## src/rtl/wds_pkg.sv

```systemverilog
// Shared constants, types and helpers of the watchdog supervisor and its host
package wds_pkg;
   localparam int CLK_MHZ = 100;
   localparam int TICK_US = 1000;
   localparam int TICK_CYC = TICK_US * CLK_MHZ;
   localparam int RST_HOLD_US = 10;
   localparam int RST_HOLD_CYC = RST_HOLD_US * CLK_MHZ;
   localparam int LINK_HALF_CYC = 8;
   localparam int LONG_WIN_MS = 200;
   localparam int CLOSED_PCT = 60;
   localparam int OPEN_END_PCT = 140;
   localparam int FRAME_BITS = 16;

   // Frame layout: data byte in bits 15..8, write flag in bit 7, address in 6..0
   localparam int FRM_WR_BIT = 7;
   localparam logic [6:0] ADDR_MODE = 7'h01;
   localparam logic [6:0] ADDR_WAKE = 7'h04;
   localparam logic [6:0] ADDR_WDCFG = 7'h13;
   localparam logic [6:0] ADDR_STAT = 7'h20;

   // Watchdog config word fields
   localparam int CFG_PAR_BIT = 7;
   localparam int CFG_ARM2_BIT = 6;
   localparam int CFG_WIN_BIT = 5;
   localparam int CFG_RSV_BIT = 3;
   localparam int CFG_PER_LSB = 0;
   localparam logic [7:0] CFG_RST = 8'h04;
   localparam int WAKE_ARM1_BIT = 0;

   localparam logic [1:0] CMD_NORMAL = 2'h1;
   localparam logic [1:0] CMD_STOP = 2'h2;
   localparam logic [1:0] CMD_SLEEP = 2'h3;

   // Host-side register port
   localparam logic [1:0] HREG_CMD = 2'h0;
   localparam logic [1:0] HREG_STAT = 2'h1;
   localparam logic [1:0] HREG_RESP = 2'h2;

   typedef enum logic [2:0] {
      WDS_INIT = 3'b000,
      WDS_NORMAL = 3'b001,
      WDS_STOP = 3'b010,
      WDS_SLEEP = 3'b011,
      WDS_RESTART = 3'b100,
      WDS_FAILSAFE = 3'b101
   } wds_mode_e;

   function automatic logic wds_parity(input logic [7:0] d);
      return ^d;
   endfunction : wds_parity

   function automatic logic [10:0] wds_period_ms(input logic [2:0] sel);
      case (sel)
         3'h1: return 11'd10;
         3'h2: return 11'd20;
         3'h3: return 11'd50;
         3'h4: return 11'd100;
         3'h5: return 11'd200;
         3'h6: return 11'd500;
         3'h7: return 11'd1000;
         default: return 11'd10;
      endcase
   endfunction : wds_period_ms
endpackage : wds_pkg

```

## src/rtl/wds_link_if.sv

```systemverilog
// Serial link between host controller and watchdog supervisor
`timescale 1ns/100ps
`default_nettype none
interface wds_link_if;
   logic select_n;
   logic sclk;
   logic mosi;
   logic miso;
   logic miso_oe_n;
   modport dev (input select_n, input sclk, input mosi, output miso, output miso_oe_n);
   modport host (output select_n, output sclk, output mosi, input miso, input miso_oe_n);
endinterface : wds_link_if
`default_nettype wire

```

## src/rtl/wds_device.sv

```systemverilog
// Watchdog supervisor: serial slave, mode tracking, timer and failure handling
//
// Behaviour
// Time-out or window type, time-out default
// Config changes only in normal; stop holds it
// Long window after init release; normal entry
// New timing restarts the timer at once
// Trigger acted on when select_n rises
// Long open window lasts 200 ms
// Seven periods, 10 to 1000 ms
// Failure: reset low, restart/fail-safe, count update
// Reset release starts long window, normal mode
// Development mode: watchdog off, no reset
// Failure count increments, saturates per config
// Failure count cleared on success or off
// Time-out: any trigger restarts full period
// Time-out expiry gives watchdog reset
// Window: 60% closed, period mid open window
// Window: early trigger or expiry resets
// Even parity over config word data byte
// Bad parity: discard, set serial error
// Reserved bit 3 counts in parity
// Two arming bits set to disable in stop
// Sequence violation clears second arming bit
// Stop trigger or normal re-enables, clears arms
// Restart with first arm set clears it
// One tick counter times all windows
`timescale 1ns/100ps
`default_nettype none
module wds_device #(
   parameter int TICK_CYC_P = wds_pkg::TICK_CYC,
   parameter int RST_HOLD_P = wds_pkg::RST_HOLD_CYC
) (
   input wire logic clk,
   input wire logic rst_n,
   wds_link_if.dev link,
   input wire logic dev_mode,
   input wire logic [1:0] fail_cfg,
   output logic reset_out_n,
   output logic [2:0] sbc_mode,
   output logic [1:0] failure_count,
   output logic serial_error,
   output logic wd_running
);
   typedef struct packed {
      logic sel_s1, sel_s2, sel_prev;
      logic sclk_s1, sclk_s2, sclk_prev;
      logic mosi_s1, mosi_s2;
      logic dev_s1, dev_s2;
      logic [1:0] cfg_s1, cfg_s2;
      logic [15:0] shift_in;
      logic [15:0] shift_out;
      logic [4:0] bit_cnt;
      logic miso, miso_oe_n;
      logic [7:0] rdata;
      logic [7:0] cfg;
      logic arm1;
      wds_pkg::wds_mode_e mode;
      logic [1:0] fail_cnt;
      logic ser_err;
      logic long_win;
      logic stop_off;
      logic [19:0] pre;
      logic [10:0] ms;
      logic [15:0] rst_cnt;
      logic reset_out_n;
      logic wd_on;
   } wds_dev_s;

   wds_dev_s state_reg, state_next;

   function automatic logic [10:0] pct_of(input logic [10:0] p, input int pct);
      return 11'((32'(p) * pct) / 100);
   endfunction : pct_of

   logic sclk_rise, sclk_fall, sel_fall, sel_rise;
   logic [7:0] d;
   logic [6:0] addr;
   logic trig, timing_chg, fail, restart_tmr, wd_on;
   logic [10:0] per, limit;
   logic [1:0] fail_max;
   logic [7:0] status;

   always_comb begin
      state_next = state_reg;
      trig = 1'b0;
      timing_chg = 1'b0;
      fail = 1'b0;
      restart_tmr = 1'b0;
      d = state_reg.shift_in[15:8];
      addr = state_reg.shift_in[6:0];
      per = wds_pkg::wds_period_ms(state_reg.cfg[wds_pkg::CFG_PER_LSB +: 3]);
      fail_max = (state_reg.cfg_s2 == 2'h1) ? 2'h1 : 2'h2;
      status = {state_reg.mode, state_reg.fail_cnt, state_reg.ser_err, state_reg.wd_on,
                state_reg.long_win};
      // Pin synchronisers
      state_next.sel_s1 = link.select_n;
      state_next.sel_s2 = state_reg.sel_s1;
      state_next.sclk_s1 = link.sclk;
      state_next.sclk_s2 = state_reg.sclk_s1;
      state_next.mosi_s1 = link.mosi;
      state_next.mosi_s2 = state_reg.mosi_s1;
      state_next.dev_s1 = dev_mode;
      state_next.dev_s2 = state_reg.dev_s1;
      state_next.cfg_s1 = fail_cfg;
      state_next.cfg_s2 = state_reg.cfg_s1;
      state_next.sel_prev = state_reg.sel_s2;
      state_next.sclk_prev = state_reg.sclk_s2;
      sclk_rise = state_reg.sclk_s2 & ~state_reg.sclk_prev;
      sclk_fall = ~state_reg.sclk_s2 & state_reg.sclk_prev;
      sel_fall = ~state_reg.sel_s2 & state_reg.sel_prev;
      sel_rise = state_reg.sel_s2 & ~state_reg.sel_prev;

      // Serial shifter, mode 0, MSB first
      if (sel_fall) begin
         state_next.bit_cnt = 5'd0;
         state_next.shift_out = {state_reg.rdata, status};
         state_next.miso = state_reg.rdata[7];
         state_next.miso_oe_n = 1'b0;
      end else if (!state_reg.sel_s2) begin
         if (sclk_rise) begin
            state_next.shift_in = {state_reg.shift_in[14:0], state_reg.mosi_s2};
            if (state_reg.bit_cnt != 5'd31) begin
               state_next.bit_cnt = state_reg.bit_cnt + 5'd1;
            end
         end
         if (sclk_fall) begin
            state_next.shift_out = {state_reg.shift_out[14:0], 1'b0};
            state_next.miso = state_reg.shift_out[14];
         end
      end

      // Frame is executed only at the end of select
      if (sel_rise) begin
         state_next.miso_oe_n = 1'b1;
         if (state_reg.bit_cnt != 5'(wds_pkg::FRAME_BITS)) begin
            state_next.ser_err = 1'b1;
         end else if (!state_reg.shift_in[wds_pkg::FRM_WR_BIT]) begin
            case (addr)
               wds_pkg::ADDR_MODE: state_next.rdata = {5'h00, state_reg.mode};
               wds_pkg::ADDR_WAKE: state_next.rdata = {7'h00, state_reg.arm1};
               // Reserved bit always reads as zero
               wds_pkg::ADDR_WDCFG: state_next.rdata = state_reg.cfg;
               wds_pkg::ADDR_STAT: begin
                  state_next.rdata = status;
                  state_next.ser_err = 1'b0;
               end
               default: state_next.rdata = 8'h00;
            endcase
         end else begin
            case (addr)
               wds_pkg::ADDR_WDCFG: begin
                  if (wds_pkg::wds_parity(d)) begin
                     state_next.ser_err = 1'b1;
                  end else begin
                     trig = 1'b1;
                     if (state_reg.mode == wds_pkg::WDS_NORMAL) begin
                        state_next.cfg = d;
                        state_next.cfg[wds_pkg::CFG_RSV_BIT] = 1'b0;
                        // Second arm only sticks after the first one
                        state_next.cfg[wds_pkg::CFG_ARM2_BIT] =
                           d[wds_pkg::CFG_ARM2_BIT] & state_reg.arm1;
                        timing_chg = (d[5:0] & 6'h27) != (state_reg.cfg[5:0] & 6'h27);
                     end
                  end
               end
               wds_pkg::ADDR_WAKE: begin
                  if (state_reg.mode == wds_pkg::WDS_NORMAL) begin
                     // Starting over with the arm already set drops it
                     state_next.arm1 = d[wds_pkg::WAKE_ARM1_BIT] & ~state_reg.arm1;
                  end
               end
               wds_pkg::ADDR_MODE: begin
                  case (d[1:0])
                     wds_pkg::CMD_NORMAL: begin
                        if (state_reg.mode == wds_pkg::WDS_INIT) begin
                           state_next.mode = wds_pkg::WDS_NORMAL;
                        end else if (state_reg.mode == wds_pkg::WDS_STOP ||
                                     state_reg.mode == wds_pkg::WDS_SLEEP) begin
                           state_next.mode = wds_pkg::WDS_NORMAL;
                           state_next.long_win = 1'b1;
                           state_next.stop_off = 1'b0;
                           state_next.arm1 = 1'b0;
                           state_next.cfg[wds_pkg::CFG_ARM2_BIT] = 1'b0;
                           restart_tmr = 1'b1;
                        end
                     end
                     wds_pkg::CMD_STOP: begin
                        if (state_reg.mode == wds_pkg::WDS_NORMAL) begin
                           state_next.mode = wds_pkg::WDS_STOP;
                           state_next.stop_off = state_reg.arm1 &
                              state_reg.cfg[wds_pkg::CFG_ARM2_BIT];
                        end
                     end
                     wds_pkg::CMD_SLEEP: begin
                        if (state_reg.mode == wds_pkg::WDS_NORMAL) begin
                           state_next.mode = wds_pkg::WDS_SLEEP;
                        end
                     end
                     default: ;
                  endcase
               end
               default: ;
            endcase
         end
      end

      wd_on = !state_reg.dev_s2 && state_reg.reset_out_n &&
              (state_reg.mode == wds_pkg::WDS_INIT || state_reg.mode == wds_pkg::WDS_NORMAL ||
               (state_reg.mode == wds_pkg::WDS_STOP && !state_reg.stop_off));
      state_next.wd_on = wd_on;
      limit = state_reg.long_win ? 11'(wds_pkg::LONG_WIN_MS) :
              state_reg.cfg[wds_pkg::CFG_WIN_BIT] ? pct_of(per, wds_pkg::OPEN_END_PCT) : per;

      // Trigger evaluation
      if (trig && state_reg.mode == wds_pkg::WDS_STOP && state_reg.stop_off) begin
         state_next.stop_off = 1'b0;
         state_next.long_win = 1'b1;
         state_next.arm1 = 1'b0;
         state_next.cfg[wds_pkg::CFG_ARM2_BIT] = 1'b0;
         restart_tmr = 1'b1;
      end else if (trig && wd_on) begin
         if (timing_chg) begin
            state_next.long_win = 1'b0;
            restart_tmr = 1'b1;
         end else if (!state_reg.long_win && state_reg.cfg[wds_pkg::CFG_WIN_BIT] &&
                      state_reg.ms < pct_of(per, wds_pkg::CLOSED_PCT)) begin
            fail = 1'b1;
         end else begin
            state_next.long_win = 1'b0;
            state_next.fail_cnt = 2'h0;
            restart_tmr = 1'b1;
         end
      end else if (wd_on && state_reg.ms >= limit) begin
         fail = 1'b1;
      end

      // Shared tick counter
      if (restart_tmr || !wd_on) begin
         state_next.pre = 20'd0;
         state_next.ms = 11'd0;
      end else if (state_reg.pre == 20'(TICK_CYC_P - 1)) begin
         state_next.pre = 20'd0;
         state_next.ms = state_reg.ms + 11'd1;
      end else begin
         state_next.pre = state_reg.pre + 20'd1;
      end

      if (fail) begin
         state_next.reset_out_n = 1'b0;
         state_next.rst_cnt = 16'd0;
         if (state_reg.fail_cnt != fail_max) begin
            state_next.fail_cnt = state_reg.fail_cnt + 2'h1;
         end
         // Reaching the saturation value escalates to fail-safe
         state_next.mode = (state_reg.fail_cnt + 2'h1 >= fail_max) ?
                           wds_pkg::WDS_FAILSAFE : wds_pkg::WDS_RESTART;
      end

      // Reset output hold after chip reset or watchdog reset
      if (!state_reg.reset_out_n && (state_reg.mode == wds_pkg::WDS_INIT ||
                                     state_reg.mode == wds_pkg::WDS_RESTART)) begin
         if (state_reg.rst_cnt == 16'(RST_HOLD_P - 1)) begin
            state_next.reset_out_n = 1'b1;
            state_next.long_win = 1'b1;
            state_next.pre = 20'd0;
            state_next.ms = 11'd0;
            if (state_reg.mode == wds_pkg::WDS_RESTART) begin
               state_next.mode = wds_pkg::WDS_NORMAL;
            end
         end else begin
            state_next.rst_cnt = state_reg.rst_cnt + 16'd1;
         end
      end

      if (state_reg.mode == wds_pkg::WDS_SLEEP ||
          (state_reg.mode == wds_pkg::WDS_STOP && state_reg.stop_off)) begin
         state_next.fail_cnt = 2'h0;
      end
   end

   always_ff @(posedge clk or negedge rst_n) begin
      if (!rst_n) begin
         state_reg <= '{sel_s1: 1'b1, sel_s2: 1'b1, sel_prev: 1'b1, miso_oe_n: 1'b1,
                        cfg: wds_pkg::CFG_RST, mode: wds_pkg::WDS_INIT, default: '0};
      end else begin
         state_reg <= state_next;
      end
   end

   assign link.miso = state_reg.miso;
   assign link.miso_oe_n = state_reg.miso_oe_n;
   assign reset_out_n = state_reg.reset_out_n;
   assign sbc_mode = state_reg.mode;
   assign failure_count = state_reg.fail_cnt;
   assign serial_error = state_reg.ser_err;
   assign wd_running = state_reg.wd_on;
endmodule : wds_device
`default_nettype wire

```

## src/flat_wrapper.sv

```systemverilog
// flat-port wrapper written by rule: the top's interface ports become plain ports
module wds_device_flat 
#(
   parameter int TICK_CYC_P = wds_pkg::TICK_CYC,
   parameter int RST_HOLD_P = wds_pkg::RST_HOLD_CYC
)
  (clk, rst_n, dev_mode, fail_cfg, reset_out_n, sbc_mode, failure_count, serial_error, wd_running, link_select_n, link_sclk, link_mosi, link_miso, link_miso_oe_n);
  wds_link_if link_i ();
  input wire logic clk;
  input wire logic rst_n;
  input wire logic dev_mode;
  input wire logic [1:0] fail_cfg;
  output logic reset_out_n;
  output logic [2:0] sbc_mode;
  output logic [1:0] failure_count;
  output logic serial_error;
  output logic wd_running;
  input wire logic [$bits(link_i.select_n)-1:0] link_select_n;
  input wire logic [$bits(link_i.sclk)-1:0] link_sclk;
  input wire logic [$bits(link_i.mosi)-1:0] link_mosi;
  output wire logic [$bits(link_i.miso)-1:0] link_miso;
  output wire logic [$bits(link_i.miso_oe_n)-1:0] link_miso_oe_n;
  assign link_i.select_n = link_select_n;
  assign link_i.sclk = link_sclk;
  assign link_i.mosi = link_mosi;
  assign link_miso = link_i.miso;
  assign link_miso_oe_n = link_i.miso_oe_n;
  wds_device #(.TICK_CYC_P(TICK_CYC_P), .RST_HOLD_P(RST_HOLD_P)) u_core (.clk(clk), .rst_n(rst_n), .link(link_i), .dev_mode(dev_mode), .fail_cfg(fail_cfg), .reset_out_n(reset_out_n), .sbc_mode(sbc_mode), .failure_count(failure_count), .serial_error(serial_error), .wd_running(wd_running));
endmodule
```

## config.mk

```make
export PLATFORM = sky130hd
export DESIGN_NAME = wds_device_flat
export DESIGN_NICKNAME = d
export VERILOG_FILES = /design/src/rtl/wds_pkg.sv /design/src/rtl/wds_link_if.sv /design/src/rtl/wds_device.sv /design/src/flat_wrapper.sv
export SDC_FILE = /design/constraint.sdc
export NUM_CORES = 1
export LEC_CHECK = 0
export ABC_AREA = 1
export BUFFER_PORTS_ARGS = -buffer_cell sky130_fd_sc_hd__buf_2
export CAP_MARGIN = 20
export CELL_PAD_IN_SITES_DETAIL_PLACEMENT = 0
export CELL_PAD_IN_SITES_GLOBAL_PLACEMENT = 2
export CORE_MARGIN = 5
export CORE_UTILIZATION = 39
export CTS_CLUSTER_SIZE = 25
export DETAILED_ROUTE_END_ITERATION = 8
export PLACE_DENSITY = 0.89
export SETUP_SLACK_MARGIN = 0.2
export SYNTH_ARGS = -nofsm -noshare
export SYNTH_HDL_FRONTEND = slang
export SYNTH_SLANG_ARGS = --single-unit
```

## constraint.sdc

```tcl
create_clock -name clk -period 34.3 [get_ports clk]
set_input_delay 6.86 -clock clk [delete_from_list [all_inputs] [get_ports clk]]
set_output_delay 6.86 -clock clk [all_outputs]
set_load 0.01 [all_outputs]
```

**Word level (Yosys, flattened, before mapping)**

Index checks and enable logic that the tools add are counted.

- Register bits: 125
- Logic and storage cells: 243

- Add/subtract/negate cells: 5
- $mul: 2
- Div/mod/pow operators: 2
- Magnitude comparators: 3
- Equal/unequal tests: 37
- Multiplexer cells: 103
- Bitwise logic cells: 16
- Reduce and logical (&&, ||, !) cells: 44

Operator list:

| operator | number |
|---|---|
| 21-bit two-way mux | 3 |
| 31-bit two-way mux | 2 |
| 10-bit case mux with 6 select lines | 1 |
| 1-bit two-way mux | 54 |
| 48-bit two-way mux | 1 |
| 20-bit two-way mux | 2 |
| 11-bit two-way mux | 3 |
| 17-bit by 7-bit divider with 32-bit output (second input constant) | 1 |
| 19-bit by 7-bit divider with 32-bit output (second input constant) | 1 |
| 8-bit case mux with 4 select lines | 1 |
| 2-bit two-way mux | 13 |
| 8-bit two-way mux | 3 |
| 3-bit two-way mux | 7 |
| 20-bit by 1-bit adder with 20-bit output (second input constant) | 1 |
| 20-bit by 17-bit equality test with 1-bit output (second input constant) | 1 |
| 17-bit two-way mux | 1 |
| 16-bit by 1-bit adder with 16-bit output (second input constant) | 1 |
| 16-bit by 10-bit equality test with 1-bit output (second input constant) | 1 |
| 10-bit by 6-bit multiplier with 16-bit output (second input constant) | 1 |
| 16-bit two-way mux | 1 |
| 8-bit AND reduction | 2 |
| 3-bit equality test (second input constant) | 5 |
| 15-bit two-way mux | 1 |
| 5-bit two-way mux | 3 |
| other kinds (41) | 102 |

**Depth between registers and ports, before layout**

- Depth after elaboration: 17
- Depth in mapped cells: 113
- Mapped depth without buffers: 109

**Worst setup path after synthesis**

Ideal clock, no wire load.

- Path type: register to register
- Start: register u_core.state_reg[60] in the netlist's numbering
- End: register u_core.state_reg[15] in the netlist's numbering
- Arrival time: 12.641 ns
- Data required time: 34.223 ns
- Setup slack: 21.582 ns
- Stages on the path, launching flop included: 99
- Path buffers: 5
- Cell sequence: dfstp_2 -> buf_6 -> inv_1 -> ha_1 -> buf_6 -> nor3_1 -> ha_1 -> ha_1 -> ha_1 -> fa_1 -> xnor2_1 -> nand3_1 -> o21ai_1 -> nand2_1 -> nand2_2 -> nand2_2 -> nand2_2 -> nand2_4 -> [... 63 more ...] -> nor2_1 -> nor2_1 -> ha_1 -> inv_1 -> a21boi_0 -> o21ai_0 -> nand2_1 -> a21oi_1 -> o21bai_1 -> a21oi_1 -> o21bai_1 -> a31oi_1 -> o21ai_0 -> nand3_1 -> nand2_1 -> nor2_2 -> inv_1 -> a21oi_1

RTL lines:

| element | line | source |
|---|---|---|
| start, declared | wds_device.sv:70 | `wds_dev_s state_reg, state_next;` |
| start signal, assigned | wds_device.sv:284 | `state_reg <= '{sel_s1: 1'b1, sel_s2: 1'b1, sel_prev: 1'b1, miso_oe_n: 1'b1,` |
| start signal, assigned | wds_device.sv:287 | `state_reg <= state_next;` |

==> summary.txt <==
Drt
  • Antenna viol nets, final: 0
  • # DRC: 0
  • Wire per inst: approximately 16 µm
  • Total iterations of the first detailed-routing run: 5
  • Via count: ~16000
  • Iter 0 DRT Violations: between 1000 and 1500
  • Vias per cell: about 5.2
  • WL final: around 50000 µm

Clock tree
  • Hold-fix buffers, CTS: 0
  • Clock Root Buffer: clkbuf_16
  • Sink Count: approximately 130
  • Number of H-tree levels: 4
  • Post-cts resize count: 0
  • CTS Buf Count: 17
  • Reg clk slew, reported paths: 60 ps
  • CTS tree: built
  • Worst-skew pair later-pin latency: between 400 and 500 ps
  • Clock Path Buffers: 2
  • Post-CTS setup buffers: 0

Global routing
  • Initial antenna violation count: 0
  • Tot GR Track Use: 0.220
  • Congestion Overflow GR: 0
  • First-pass GRT wire length: slightly above 80000 µm
  • Largest net degree at the start of global routing: 74
  • Vias in the first global route: roughly 15000

Layout
  • # diodes: 0
  • Share of layout cells above drive strength 1: 0.0802
  • Fin nets: about 2700
  • Multi-input logic area: 10800 µm²
  • Final core occ: 0.421
  • Max reg flops: 92
  • Fillers: 4375
  • Area Growth Syn to Fin: 6.47%
  • Area taken by flip-flops and latches: 3130 µm²

Logic synthesis
  • Most frequently used flop master after synthesis: dfrtp_1
  • Synth Area in Compound Gates: 0.103
  • Synth Area per Inst: around 6 µm²
  • Synth Area in Simple Gates: 0.454
  • Cell variety after synth: 57
  • Synth Register Bits: ~130
  • EDFF count, synth: 0
  • Register area share after synthesis: 0.199
  • Mux share of post-synthesis cell area: 0.00191
  • Post-synthesis xor/xnor area fraction: 0.0540
  • Synth Cell Area: 15700 µm²
  • Ys async rst share: 1.00
  • Synth Area in Adders: 0.0733
  • Synth Warn #: 0
  • Synthesized Nets: roughly 2700
  • Largest family of logic cells by synthesized area: simple AND/OR/NAND/NOR gates
  • Mapped Cells: around 2600

Place
  • IO Port Bufs: 17
  • Pre-CTS setup slack: ~17000 ps
  • Routability Congestion: 0.913
  • DP HPWL: approximately 40000 µm

Pwr
  • Static leakage: around 0.0094 µW
  • PwrDens: around 24 nW/µm²
  • Worst IR Drop VDD: about 0.000037 V

Timing
  • RSZ-0062 raised after global routing: no
  • Final WS setup: ~17000 ps
  • Final Cycle Share: 0.496
  • Skew final: approximately 23 ps
  • FMAX: around 0.06 GHz
  • Actual slew at the worst max-slew pin: 1060 ps
  • Fin. Hold Viols: 0
  • Slew Viols, Final: 0
  • Final min period: 17030 ps
  • Final TNS setup: 0 ps
  • Max-slew headroom: 0.291
  • Setup violators final: 0

Floorplan
  • Initial Util: 0.395
  • I/O pin count: 18
  • Die ar.: 44500 µm²
  • Row cnt: 73
  • Core ar.: ~40000 µm²
  • Die Wd: ~210 µm
  • Die Ht: about 210 µm

Critical path
  • Worst path max stage delay: roughly 950 ps
  • Slowest CP cell: nor3_1
  • WP data arrival: about 17000 ps
  • Worst setup SP type: register
  • Worst reg-to-reg path cell count: 88
  • Max FO, Critical Path: 34
  • WP data required: ~35000 ps
  • Cell mode on critical path: nand2_1
  • Critical setup path kind: register to register
  • Kind of end point of the critical path: register

Status
  • Status: finished clean

Flow run
  • Max Cap Violations: 0

Min path
  • Hold depth: 0
  • Worst Hold Class: register to register
metrics by stage:
step | instance area, µm² | cells | hold slack (ps) | total power, µW
after floorplan | 15700 | 2587 | 331 | 204
after global placement | 16200 | 3086 | 332 | 220
after detailed placement | 16200 | 3086 | 335 | 221
after CTS | 16800 | 3118 | 349 | 403
after global routing | 16800 | 3118 | 354 | 420
final | 16800 | 3118 | 348 | 399
synth_stat cells (all sizes together), types with 4 or more instances:
cell type    n  share of area
nand3      244          0.088
a22oi        5         0.0024
o211ai      16         0.0076
nor2       348          0.095
o2111ai      5         0.0028
a21oi       62          0.020
ha          81          0.064
o22ai        9         0.0036
o31ai        8         0.0038
o21bai      14         0.0069
clkinv       5         0.0012
nor4        17         0.0068
nand2      796           0.20
a211oi       6         0.0029
xnor2       25          0.014
buf         34          0.019
inv        377          0.090
dfstp        5         0.0083
or2          4         0.0016
dfrtp      120           0.19
clkbuf      15         0.0036
nand4       85          0.036
nand3b      12         0.0057
nor3        58          0.019
a31oi       16         0.0064
fa           7         0.0089
xor2        72          0.040
o21ai      124          0.041
critical path: cells and delay by family (launching register included):
kind / cells / cell delay (ps)
flops: 1 / 680
buf+inv: 7 / 740
simple gates: 63 / 11310
fa+ha+maj: 7 / 2440
compound gates: 11 / 1690
routing by layer:
layer  wire, µm  vias up  global-route usage  share of wire
met2      22600      358               0.362           0.46
met4        679        0              0.0487          0.014
met3       1860       47              0.0284          0.038
met5          0        -                   0              0
li1           -     8344                   -              -
met1      23800     7375               0.311           0.49
cell type report:
| type | instances | area share |
|---|---|---|
| clock buffers | 18 | 0.0256 |
| clock inverters | 14 | 0.00933 |
| inverters | 382 | 0.0857 |
| multi-input cells | 2030 | 0.645 |
| flip-flops and latches | 125 | 0.187 |
| well taps | 525 | 0.0392 |
| repair buffers | 24 | 0.00836 |
path summary, 6_finish.rpt:
| path | start | endpoint | slack [ps] |
|---|---|---|---|
| max in group asynchronous | rst_n | u_core.state_reg[32] | 26420 |
| setup reg to reg | u_core.state_reg[60] | u_core.state_reg[16] | 17270 |
| hold reg to reg | u_core.state_next[117] | u_core.state_reg[117] | 350 |
| setup / recovery | u_core.state_reg[60] | u_core.state_reg[16] | 17270 |
| hold / removal | u_core.state_next[117] | u_core.state_reg[117] | 350 |
| min in group asynchronous | rst_n | u_core.state_next[113] | 6460 |
power by group:
part           internal, µW  total (µW)  switching [µW]
registers               160         171            10.7
clock network           108         181            72.7
logic                  16.2        46.8            30.6
cell usage in the layout (no fill, tap or decap), types with 5 or more instances in the layout:
cell type,n
a211oi_1,6
a21oi_1,60
a22oi_1,5
a31oi_1,16
buf_2,16
buf_4,8
clkbuf_16,17
clkinv_1,5
dfrtp_1,120
dfstp_2,5
fa_1,7
ha_1,81
inv_1,363
inv_2,13
inv_6,6
nand2_1,739
nand2_2,46
nand2_4,11
nand3_1,218
nand3_2,22
nand3b_1,12
nand4_1,83
nor2_1,312
nor2_2,20
nor2_4,14
nor3_1,57
nor4_1,17
o2111ai_1,5
o211ai_1,16
o21ai_0,97
o21ai_1,23
o21bai_1,13
o22ai_1,9
o31ai_1,8
xnor2_1,25
xor2_1,72
logic make-up (layout without fill, tap and decap cells):
family	Yosys count	after routing
mux	3	3
compound gates	276	276
buf+inv	432	438
simple gates	1566	1566
fa+ha+maj	88	88
flops	125	125
xor+xnor	97	97
Note: power is estimated with default switching activity, not from simulation.
